<file path="src/include/tic_params.svh">
// Constants for the timer input capture block
`ifndef TIC_PARAMS_SVH
`define TIC_PARAMS_SVH

// ****************************************
// Register map (32-bit words, byte addresses)
// ****************************************
`define TIC_OFF_CTRL 4'h0
`define TIC_OFF_RESULT 4'h4
`define TIC_OFF_FLAG 4'h8
`define TIC_OFF_PRESC 4'hc

// ****************************************
// Field layout and reset values
// ****************************************
`define TIC_MODE_LSB 0
`define TIC_MODE_W 4
`define TIC_CTRL_RST 4'h0
`define TIC_RESULT_RST 16'h0000

// ****************************************
// Mode encodings of capture_mode_select
// ****************************************
`define TIC_MODE_OFF 4'h0
`define TIC_MODE_FALL 4'h4
`define TIC_MODE_RISE 4'h5
`define TIC_MODE_RISE4 4'h6
`define TIC_MODE_RISE16 4'h7

// ****************************************
// Prescaler counts
// ****************************************
`define TIC_DIV4_LAST 4'h3
`define TIC_DIV16_LAST 4'hf

`endif

</file>
<file path="src/include/tic_pkg.sv">
// Types for the timer input capture block
package tic_pkg;

  typedef enum logic [1:0] {
    TIC_BUS_IDLE = 2'b00,
    TIC_BUS_ACK = 2'b01
  } tic_bus_state_t;

  typedef struct packed {
    logic [3:0] address;
    logic read;
    logic write;
    logic [31:0] writedata;
    logic [3:0] byteenable;
  } tic_avm_req_t;

  typedef struct packed {
    logic [31:0] readdata;
    logic waitrequest;
  } tic_avm_rsp_t;

  typedef struct packed {
    logic [3:0] mode;
    logic [15:0] result;
    logic flag;
    logic [3:0] presc;
  } tic_chan_t;

endpackage

</file>
<file path="src/hdl/tic_capture.sv">
// Timer input capture block: four identical channels behind an Avalon-MM slave
//
// Summary of operation
// - Event copies 16-bit timer count into result.
// - Mode picks fall, rise, 4th or 16th rise.
// - Each capture sets the event flag.
// - Flag holds until software clears it.
// - New capture overwrites unread result silently.
// - Port writes on output pin can capture.
// - Four identical channels, each own registers.
// - Prescaler cleared when off, not capturing, reset.
// - Prescaler change keeps counter; spurious capture possible.
`timescale 1ns/1ps
`include "tic_params.svh"

module tic_capture #(
  parameter int NUM_CH = 4
) (
  // Clock and reset
  input wire logic clk,
  input wire logic srst,
  // Avalon-MM slave
  input wire logic [5:0] avs_address,
  input wire logic avs_read,
  input wire logic avs_write,
  input wire logic [31:0] avs_writedata,
  input wire logic [3:0] avs_byteenable,
  output logic [31:0] avs_readdata,
  output logic avs_waitrequest,
  // Timebase, synchronous to clk
  input wire logic [15:0] timer_count_pair,
  // Capture pins: pad input, port output value, output enable (low drives)
  input wire logic [NUM_CH-1:0] capture_pin_in,
  input wire logic [NUM_CH-1:0] capture_pin_out,
  input wire logic [NUM_CH-1:0] capture_pin_oe_n,
  // Capture events and flags
  output logic [NUM_CH-1:0] capture_pulse,
  output logic [NUM_CH-1:0] capture_event_flag
);

  if (NUM_CH < 1 || NUM_CH > 4) begin : g_bad_num_ch
    $error("NUM_CH must be 1 to 4");
  end

  // ****************************************
  // Bus state
  // ****************************************
  typedef struct packed {
    tic_pkg::tic_bus_state_t fsm;
    logic [31:0] rdata;
  } tic_bus_t;

  tic_bus_t bus_reg;
  tic_bus_t bus_next;

  tic_pkg::tic_chan_t chan [NUM_CH];
  logic [NUM_CH-1:0] pin_level;
  logic [NUM_CH-1:0] mode_we;
  logic [NUM_CH-1:0] flag_clr;
  logic [1:0] ch_sel;
  logic [3:0] reg_off;
  logic take;
  logic commit;

  assign ch_sel = avs_address[5:4];
  assign reg_off = avs_address[3:0];
  // Single wait state: request is taken in IDLE, answered in ACK
  assign take = (bus_reg.fsm == tic_pkg::TIC_BUS_IDLE) && (avs_read || avs_write);
  // Writes land only at the edge where the master sees waitrequest low
  assign commit = (bus_reg.fsm == tic_pkg::TIC_BUS_ACK) && avs_write;
  assign avs_waitrequest = !(bus_reg.fsm == tic_pkg::TIC_BUS_ACK);
  assign avs_readdata = bus_reg.rdata;

  // ****************************************
  // Channels
  // ****************************************
  genvar gi;
  generate
    for (gi = 0; gi < NUM_CH; gi++) begin : g_ch
      // A driven pin follows the port value, so a port write can make an edge
      assign pin_level[gi] = capture_pin_oe_n[gi] ? capture_pin_in[gi] :
                             capture_pin_out[gi];
      assign mode_we[gi] = commit && (ch_sel == 2'(gi)) &&
                           (reg_off == `TIC_OFF_CTRL) && avs_byteenable[0];
      // Write one to clear
      assign flag_clr[gi] = commit && (ch_sel == 2'(gi)) &&
                            (reg_off == `TIC_OFF_FLAG) && avs_byteenable[0] &&
                            avs_writedata[0];
      tic_channel u_ch (
        .clk(clk),
        .srst(srst),
        .pin_level(pin_level[gi]),
        .timer_count_pair(timer_count_pair),
        .mode_wdata(avs_writedata[`TIC_MODE_LSB +: `TIC_MODE_W]),
        .mode_we(mode_we[gi]),
        .flag_clr(flag_clr[gi]),
        .chan(chan[gi]),
        .capture_pulse(capture_pulse[gi])
      );
      assign capture_event_flag[gi] = chan[gi].flag;
    end
  endgenerate

  // ****************************************
  // Register read and handshake
  // ****************************************
  always_comb begin
    bus_next = bus_reg;
    case (bus_reg.fsm)
      tic_pkg::TIC_BUS_IDLE: begin
        if (take) begin
          bus_next.fsm = tic_pkg::TIC_BUS_ACK;
          bus_next.rdata = 32'h0000_0000;
          // Unmapped channel or offset reads zero, writes are dropped
          if (avs_read && (32'(ch_sel) < NUM_CH)) begin
            case (reg_off)
              `TIC_OFF_CTRL: begin
                bus_next.rdata = {28'h0, chan[ch_sel].mode};
              end
              `TIC_OFF_RESULT: begin
                bus_next.rdata = {16'h0, chan[ch_sel].result};
              end
              `TIC_OFF_FLAG: begin
                bus_next.rdata = {31'h0, chan[ch_sel].flag};
              end
              `TIC_OFF_PRESC: begin
                bus_next.rdata = {28'h0, chan[ch_sel].presc};
              end
              default: begin
                bus_next.rdata = 32'h0000_0000;
              end
            endcase
          end
        end
      end
      tic_pkg::TIC_BUS_ACK: begin
        bus_next.fsm = tic_pkg::TIC_BUS_IDLE;
      end
      default: begin
        bus_next.fsm = tic_pkg::TIC_BUS_IDLE;
      end
    endcase
  end

  always_ff @(posedge clk) begin
    if (srst) begin
      bus_reg <= '0;
    end else begin
      bus_reg <= bus_next;
    end
  end

endmodule // tic_capture

</file>
<file path="src/hdl/tic_channel.sv">
// One capture channel: edge detect, prescaler, result pair and event flag
`timescale 1ns/1ps
`include "tic_params.svh"

module tic_channel (
  // Clock and reset
  input wire logic clk,
  input wire logic srst,
  // Capture pin, level as seen at the pad
  input wire logic pin_level,
  // Timebase
  input wire logic [15:0] timer_count_pair,
  // Software control
  input wire logic [3:0] mode_wdata,
  input wire logic mode_we,
  input wire logic flag_clr,
  // State
  output tic_pkg::tic_chan_t chan,
  output logic capture_pulse
);

  typedef struct packed {
    logic sync1;
    logic sync2;
    logic last;
    tic_pkg::tic_chan_t ch;
    logic cap;
  } tic_ch_state_t;

  tic_ch_state_t st_reg;
  tic_ch_state_t st_next;

  logic rise;
  logic fall;
  logic capturing;
  logic event_hit;

  always_comb begin
    st_next = st_reg;
    // Only sync2 is compared against its previous copy
    rise = st_reg.sync2 & ~st_reg.last;
    fall = ~st_reg.sync2 & st_reg.last;
    capturing = (st_reg.ch.mode == `TIC_MODE_FALL) || (st_reg.ch.mode == `TIC_MODE_RISE) ||
                (st_reg.ch.mode == `TIC_MODE_RISE4) || (st_reg.ch.mode == `TIC_MODE_RISE16);
    event_hit = 1'b0;
    st_next.sync1 = pin_level;
    st_next.sync2 = st_reg.sync1;
    st_next.last = st_reg.sync2;
    case (st_reg.ch.mode)
      `TIC_MODE_FALL: begin
        event_hit = fall;
      end
      `TIC_MODE_RISE: begin
        event_hit = rise;
      end
      `TIC_MODE_RISE4: begin
        event_hit = rise && (st_reg.ch.presc[1:0] == `TIC_DIV4_LAST);
      end
      `TIC_MODE_RISE16: begin
        event_hit = rise && (st_reg.ch.presc == `TIC_DIV16_LAST);
      end
      default: begin
        event_hit = 1'b0;
      end
    endcase
    // Counter keeps running across prescaler changes, so a switch may fire early
    if (!capturing) begin
      st_next.ch.presc = 4'h0;
    end else if (rise) begin
      st_next.ch.presc = st_reg.ch.presc + 4'h1;
    end
    if (event_hit) begin
      st_next.ch.result = timer_count_pair;
    end
    st_next.cap = event_hit;
    // Set wins over a clear in the same cycle
    if (event_hit) begin
      st_next.ch.flag = 1'b1;
    end else if (flag_clr) begin
      st_next.ch.flag = 1'b0;
    end
    if (mode_we) begin
      st_next.ch.mode = mode_wdata;
    end
  end

  always_ff @(posedge clk) begin
    if (srst) begin
      st_reg <= '0;
    end else begin
      st_reg <= st_next;
    end
  end

  assign chan = st_reg.ch;
  assign capture_pulse = st_reg.cap;

endmodule // tic_channel

</file>
<file path="config.mk">
export PLATFORM = sky130hd
export DESIGN_NAME = tic_capture
export DESIGN_NICKNAME = d
export VERILOG_FILES = /design/src/include/tic_pkg.sv /design/src/hdl/tic_capture.sv /design/src/hdl/tic_channel.sv
export VERILOG_INCLUDE_DIRS = /design/src /design/src/include
export SDC_FILE = /design/constraint.sdc
export NUM_CORES = 1
export LEC_CHECK = 0
export ABC_CLOCK_PERIOD_IN_PS = 4400
export BUFFER_PORTS_ARGS = -buffer_cell sky130_fd_sc_hd__buf_2
export CORE_MARGIN = 5
export CORE_UTILIZATION = 45
export CTS_BUF_LIST = sky130_fd_sc_hd__clkbuf_2
export CTS_CLUSTER_SIZE = 25
export DETAILED_ROUTE_END_ITERATION = 8
export GPL_TIMING_DRIVEN = 1
export PLACE_DENSITY = 0.76
export SLEW_MARGIN = 20
export SYNTH_ARGS = -nofsm -noshare
export SYNTH_HDL_FRONTEND = slang
export SYNTH_SLANG_ARGS = --single-unit
</file>
<file path="constraint.sdc">
create_clock -name clk -period 4.4 [get_ports clk]
set_clock_uncertainty 0.1 [all_clocks]
set_input_delay 0.66 -clock clk [delete_from_list [all_inputs] [get_ports clk]]
set_output_delay 0.66 -clock clk [all_outputs]
set_load 0.005 [all_outputs]
</file>
# Yosys cells after proc, flatten, opt, wreduce, memory -nomap -nowiden

Index checks and enable logic that the tools add are counted.

Flip-flop bits (word level): 149
Input bits: 74
Word-level logic and storage cells: 173

$add $sub $neg: 4
Order comparisons: 1
Eq/ne operators: 30
Muxes and demuxes: 21
Bitwise gates (word level): 22
Reductions and logical operators: 61

Operators by type and width:

| operator            | count |
|---|---|
| $eq 4x3->1 const B  | 17 |
| $pmux 16 s4         | 1 |
| $bmux 25 s2         | 1 |
| $mux 25             | 2 |
| $logic_and 1x1->1   | 34 |
| $mux 32             | 1 |
| $eq 4x4->1 const B  | 6 |
| $add 4x1->4 const B | 4 |
| $pmux 1 s4          | 4 |
| $logic_or 1x1->1    | 13 |
| $not 1->1           | 13 |
| $eq 2x2->1 const B  | 6 |
| $mux 1              | 12 |
| $reduce_or 2->1     | 5 |
| $and 1x1->1         | 8 |
| $reduce_bool 2->1   | 4 |
| $logic_not 2->1     | 2 |
| $logic_not 4->1     | 1 |
| $ge 3x3->1 const B  | 1 |
| $not 2->3           | 1 |
| $eq 2x1->1 const B  | 1 |
| $reduce_and 2->1    | 1 |
| $logic_not 1->1     | 1 |

# Longest topological paths before layout

Depth after elaboration: 7
Gate-level depth with buffers: 6

# By module

Synthesis repeated with hierarchy kept, for this count alone.

Cell total of the unflattened synthesis: 722
Area total of the unflattened synthesis: 7,322.0 um2

By module, submodules not included:

| module      | instances | cells each | area each (um2) | seq. area each (um2) |
|---|---|---|---|---|
| tic_channel | 4         | 142        | 1,416.4         | 580.6 |
| tic_capture | 1         | 154        | 1,656.6         | 340.3 |

# Worst setup path after synthesis

Ideal clock, no wire load.

Path type: input to register
Start point: input avs_address[5]
End point: register bus_reg (netlist bit avs_readdata[3])
Arrival: 1,866 ps
Data required time: 4,168 ps
Slack: 2,302 ps
Cell stages on the path: 5
Path buffers: 2
Cells stage by stage: buf_2 buf_2 mux4_2 a22oi_1 a21oi_1

Word-level cells in the longest chain between the ends: 6

Ends and longest elaborated chain:

| item                                        | line                                                       | RTL |
|---|---|---|
| start, declared                             | tic_capture.sv:23                                          | `input wire logic [5:0] avs_address,` |
| $not 2->3 (not written as such)             | tic_capture.sv:118, tic_capture.sv:121, tic_capture.sv:127 |  |
| $bmux 25 s2                                 | tic_capture.sv:118, tic_capture.sv:121, tic_capture.sv:127 |  |
| $mux 25 (not written as such) (2 in series) | tic_capture.sv:127                                         | `bus_next.rdata = {28'h0, chan[ch_sel].presc};` |
| $pmux 16 s4                                 | tic_capture.sv:116                                         | `case (reg_off)` |
| $mux 32                                     | tic_capture.sv:115                                         | `if (avs_read && (32'(ch_sel) < NUM_CH)) begin` |
| end signal, assigned                        | tic_capture.sv:149                                         | `bus_reg <= bus_next;` |
| end, declared                               | tic_capture.sv:53                                          | `tic_bus_t bus_reg;` |

Every way passes these cells. The select of a mux whose other input is x is not followed.
A chain may end at the register's enable or synchronous reset.

# Worst setup path in the final report

Start point: register g_ch[2].u_ch.st_reg (netlist bit g_ch[2].u_ch.chan[0])
End point: register g_ch[2].u_ch.st_reg (netlist bit g_ch[2].u_ch.chan[4])

Word-level cells in the longest chain between the ends: 4

Ends and longest elaborated chain:

| item                                               | line                                 | RTL |
|---|---|---|
| start, declared                                    | tic_channel.sv:30                    | `tic_ch_state_t st_reg;` |
| start signal, assigned                             | tic_channel.sv:91                    | `st_reg <= st_next;` |
| $eq 4x4->1 (no line) or $eq 2x2->1 (tied branches) | n/a                                  |  |
| $logic_and 1x1->1 (on tied branches)               | tic_channel.sv:60, tic_channel.sv:57 |  |
| $pmux 1 s4 *                                       | tic_channel.sv:49                    | `case (st_reg.ch.mode)` |
| $mux 1 or $reduce_bool 2->1 (tied branches)        | n/a                                  |  |

Mark *: on every way between the ends. The rest lies on a longest branch, timed or not.

==> results_dict.tcl <==
set metrics [dict create \
    syn_avg_cell_area_um2 9.70 \
    ys_seq_area_share_pct 41.4 \
    maxSlewViolCount 0 \
    cp.arrival_ns 2.79 \
    core_um2 13900 \
    crit_fanout 9 \
    grt-ovfl-total 0 \
    syn_inst 663 \
    place_ws_ns 1.88 \
    ctsHoldBuffers 0 \
    ys.flop_type "dfxtp_1" \
    leakage_nw 2.35 \
    worst_pin_slew_ns 1.15 \
    drv_cap 0 \
    gr-usage-all-layers_pct 21.6 \
    place_inst 833 \
    routed_via_density 6.39 \
    fillers 1229 \
    design_area_um2 6920 \
    die_x_um 130 \
    grt_first_pass_wirelength_um 28600 \
    violations "design-rule violations" \
    io_pins 115 \
    worstSetupPathType "flop to flop" \
    clkLatencyLatePin_ns 0.70 \
    final_common_cell "dfxtp_1" \
    status "complete, but fails checks" \
    post_cts_buffers 0 \
    cts_resized 0 \
    syn-cell-area_um2 6430 \
    setup_viol 0 \
    clock-sinks 133 \
    slew_headroom_pct 21.8 \
    fin_tns_setup_ns 0 \
    h-tree-depth 4 \
    area_growth_pct 7.61 \
    nNetsFinal 750 \
    dr.first_iter.drc_count 812 \
    synth_top_area_share_pct 41.4 \
    crit_path_end_kind "flop" \
    clk_path_buf_depth 2 \
    timing.final.crit_share_pct 51.5 \
    yosys.cell_types.count 34 \
    ant_nets 0 \
    cts_root_buf "clkbuf_2" \
    async_flop_share_pct 0 \
    power_density_nw_per_um2 329 \
    die_area_um2 16800 \
    synth_edf_count 0 \
    cts_tree "done" \
    grt_max_degree 105 \
    post-route-util_pct 49.7 \
    portBuffers 67 \
    vias 5531 \
    antenna_found_initial 3 \
    grt_pass1_vias 5622 \
    drtPass1Iterations 8 \
    whs_ns 0.0733 \
    hold_violations 0 \
    dpl.hpwl_um 11800 \
    layout-drive-gt1-share_pct 21.8 \
    rsz0062_at_grt "no" \
    clk_pin_slew_ns 0.20 \
    fin_cells 865 \
    largest_register_ffs 100 \
    rows 43 \
    totalWireLength_um 18200 \
    die_h_um 130 \
    ys_ff_latch 133 \
    fmax_ghz 0.441 \
    cts_buffers 17 \
    yosysTopAreaCell "dfxtp_1" \
    initial_utilization_pct 46.2 \
    peakVddDrop_mv 0.148 \
    required_ns 4.93 \
    finalPower_mw 2.28 \
    yosysWarningCount 0 \
    drc 2 \
    hp-class "primary input to flop" \
    placed_area_um2 6580 \
    yosys-top-cells-area "dfxtp_1, mux4_2, o31ai_1" \
    cp-start-kind "flop" \
    mostFrequentLayoutCells "dfxtp_1, a21oi_1, nand4_1, buf_2, o31ai_1" \
    fin_ws_ns 2.13 \
    gp_congestion 0.840 \
    fin_crit_ns 2.27 \
    wl_per_cell_um 21.0 \
]
==> routing by layer <==
layer,vias to the layer above,global-route usage [%],share of wire (%)
li1,2453,-,-
met5,-,0,0.15
met1,2622,24.7,35
met4,4,10.3,3.7
met3,88,8.04,12
met2,364,35.8,49
==> cell usage after synthesis, types with 8 or more instances <==
cell type  instances
clkbuf_1          39
xor2_1             8
nand2_1            9
a21oi_1           71
mux4_2            26
mux2i_1           28
dfxtp_1          133
buf_4             41
nor2b_1           20
nor2_1            42
nor3_1            18
o31ai_1           64
nand4_1           68
buf_2             12
a22oi_1           18
buf_1              9
==> logic make-up after synthesis <==
kind of cell / count (synthesis) / synth area share [%]
buf+inv: 107 / 8.99
mux: 58 / 14.2
other cells: 1 / 0.0583
xor+xnor: 12 / 1.63
flops: 133 / 41.4
fa+ha+maj: 4 / 0.778
simple gates: 177 / 16.2
compound gates: 171 / 16.8
==> critical path, stage by stage, from the launching register on <==
cell     delay, ns
dfxtp_1       0.48
ha_1          0.22
inv_1         0.07
o21ai_1       0.70
buf_4         0.31
nand3_1       0.15
a21oi_1       0.17
==> power breakdown <==
part           total, mW  internal (mW)  switching [mW]  leakage, nW
logic              0.129         0.0390          0.0901         1.10
clock network      0.936          0.481           0.455        0.175
registers           1.22           1.21         0.00297         1.07
total               2.28           1.73           0.548         2.35
==> cell type report <==
| class | instances | area (um2) | share of cell area, % |
|---|---|---|---|
| diodes | 1 | 2.50 | 0.0362 |
| clock buffers | 17 | 85.1 | 1.23 |
| clock inverters | 14 | 234 | 3.38 |
| inverters | 5 | 18.8 | 0.271 |
| multi-input cells | 438 | 3280 | 47.4 |
| flip-flops and latches | 133 | 2660 | 38.5 |
| well taps | 180 | 225 | 3.25 |
| repair buffers | 77 | 413 | 5.97 |
==> final timing paths <==
kind | from | end | slack (ns) | cells after the start
worst min register to register | g_ch[3].u_ch.st_next[27] | g_ch[3].u_ch.st_next[26] | 0.36 | 1
worst max-delay path | g_ch[2].u_ch.chan[0] | g_ch[2].u_ch.chan[4] | 2.13 | 6
worst max register to register | g_ch[2].u_ch.chan[0] | g_ch[2].u_ch.chan[4] | 2.13 | 6
worst min-delay path | capture_pin_out[1] | g_ch[1].u_ch.st_next[27] | 0.07 | 3
(Power assumes the default switching activity.)
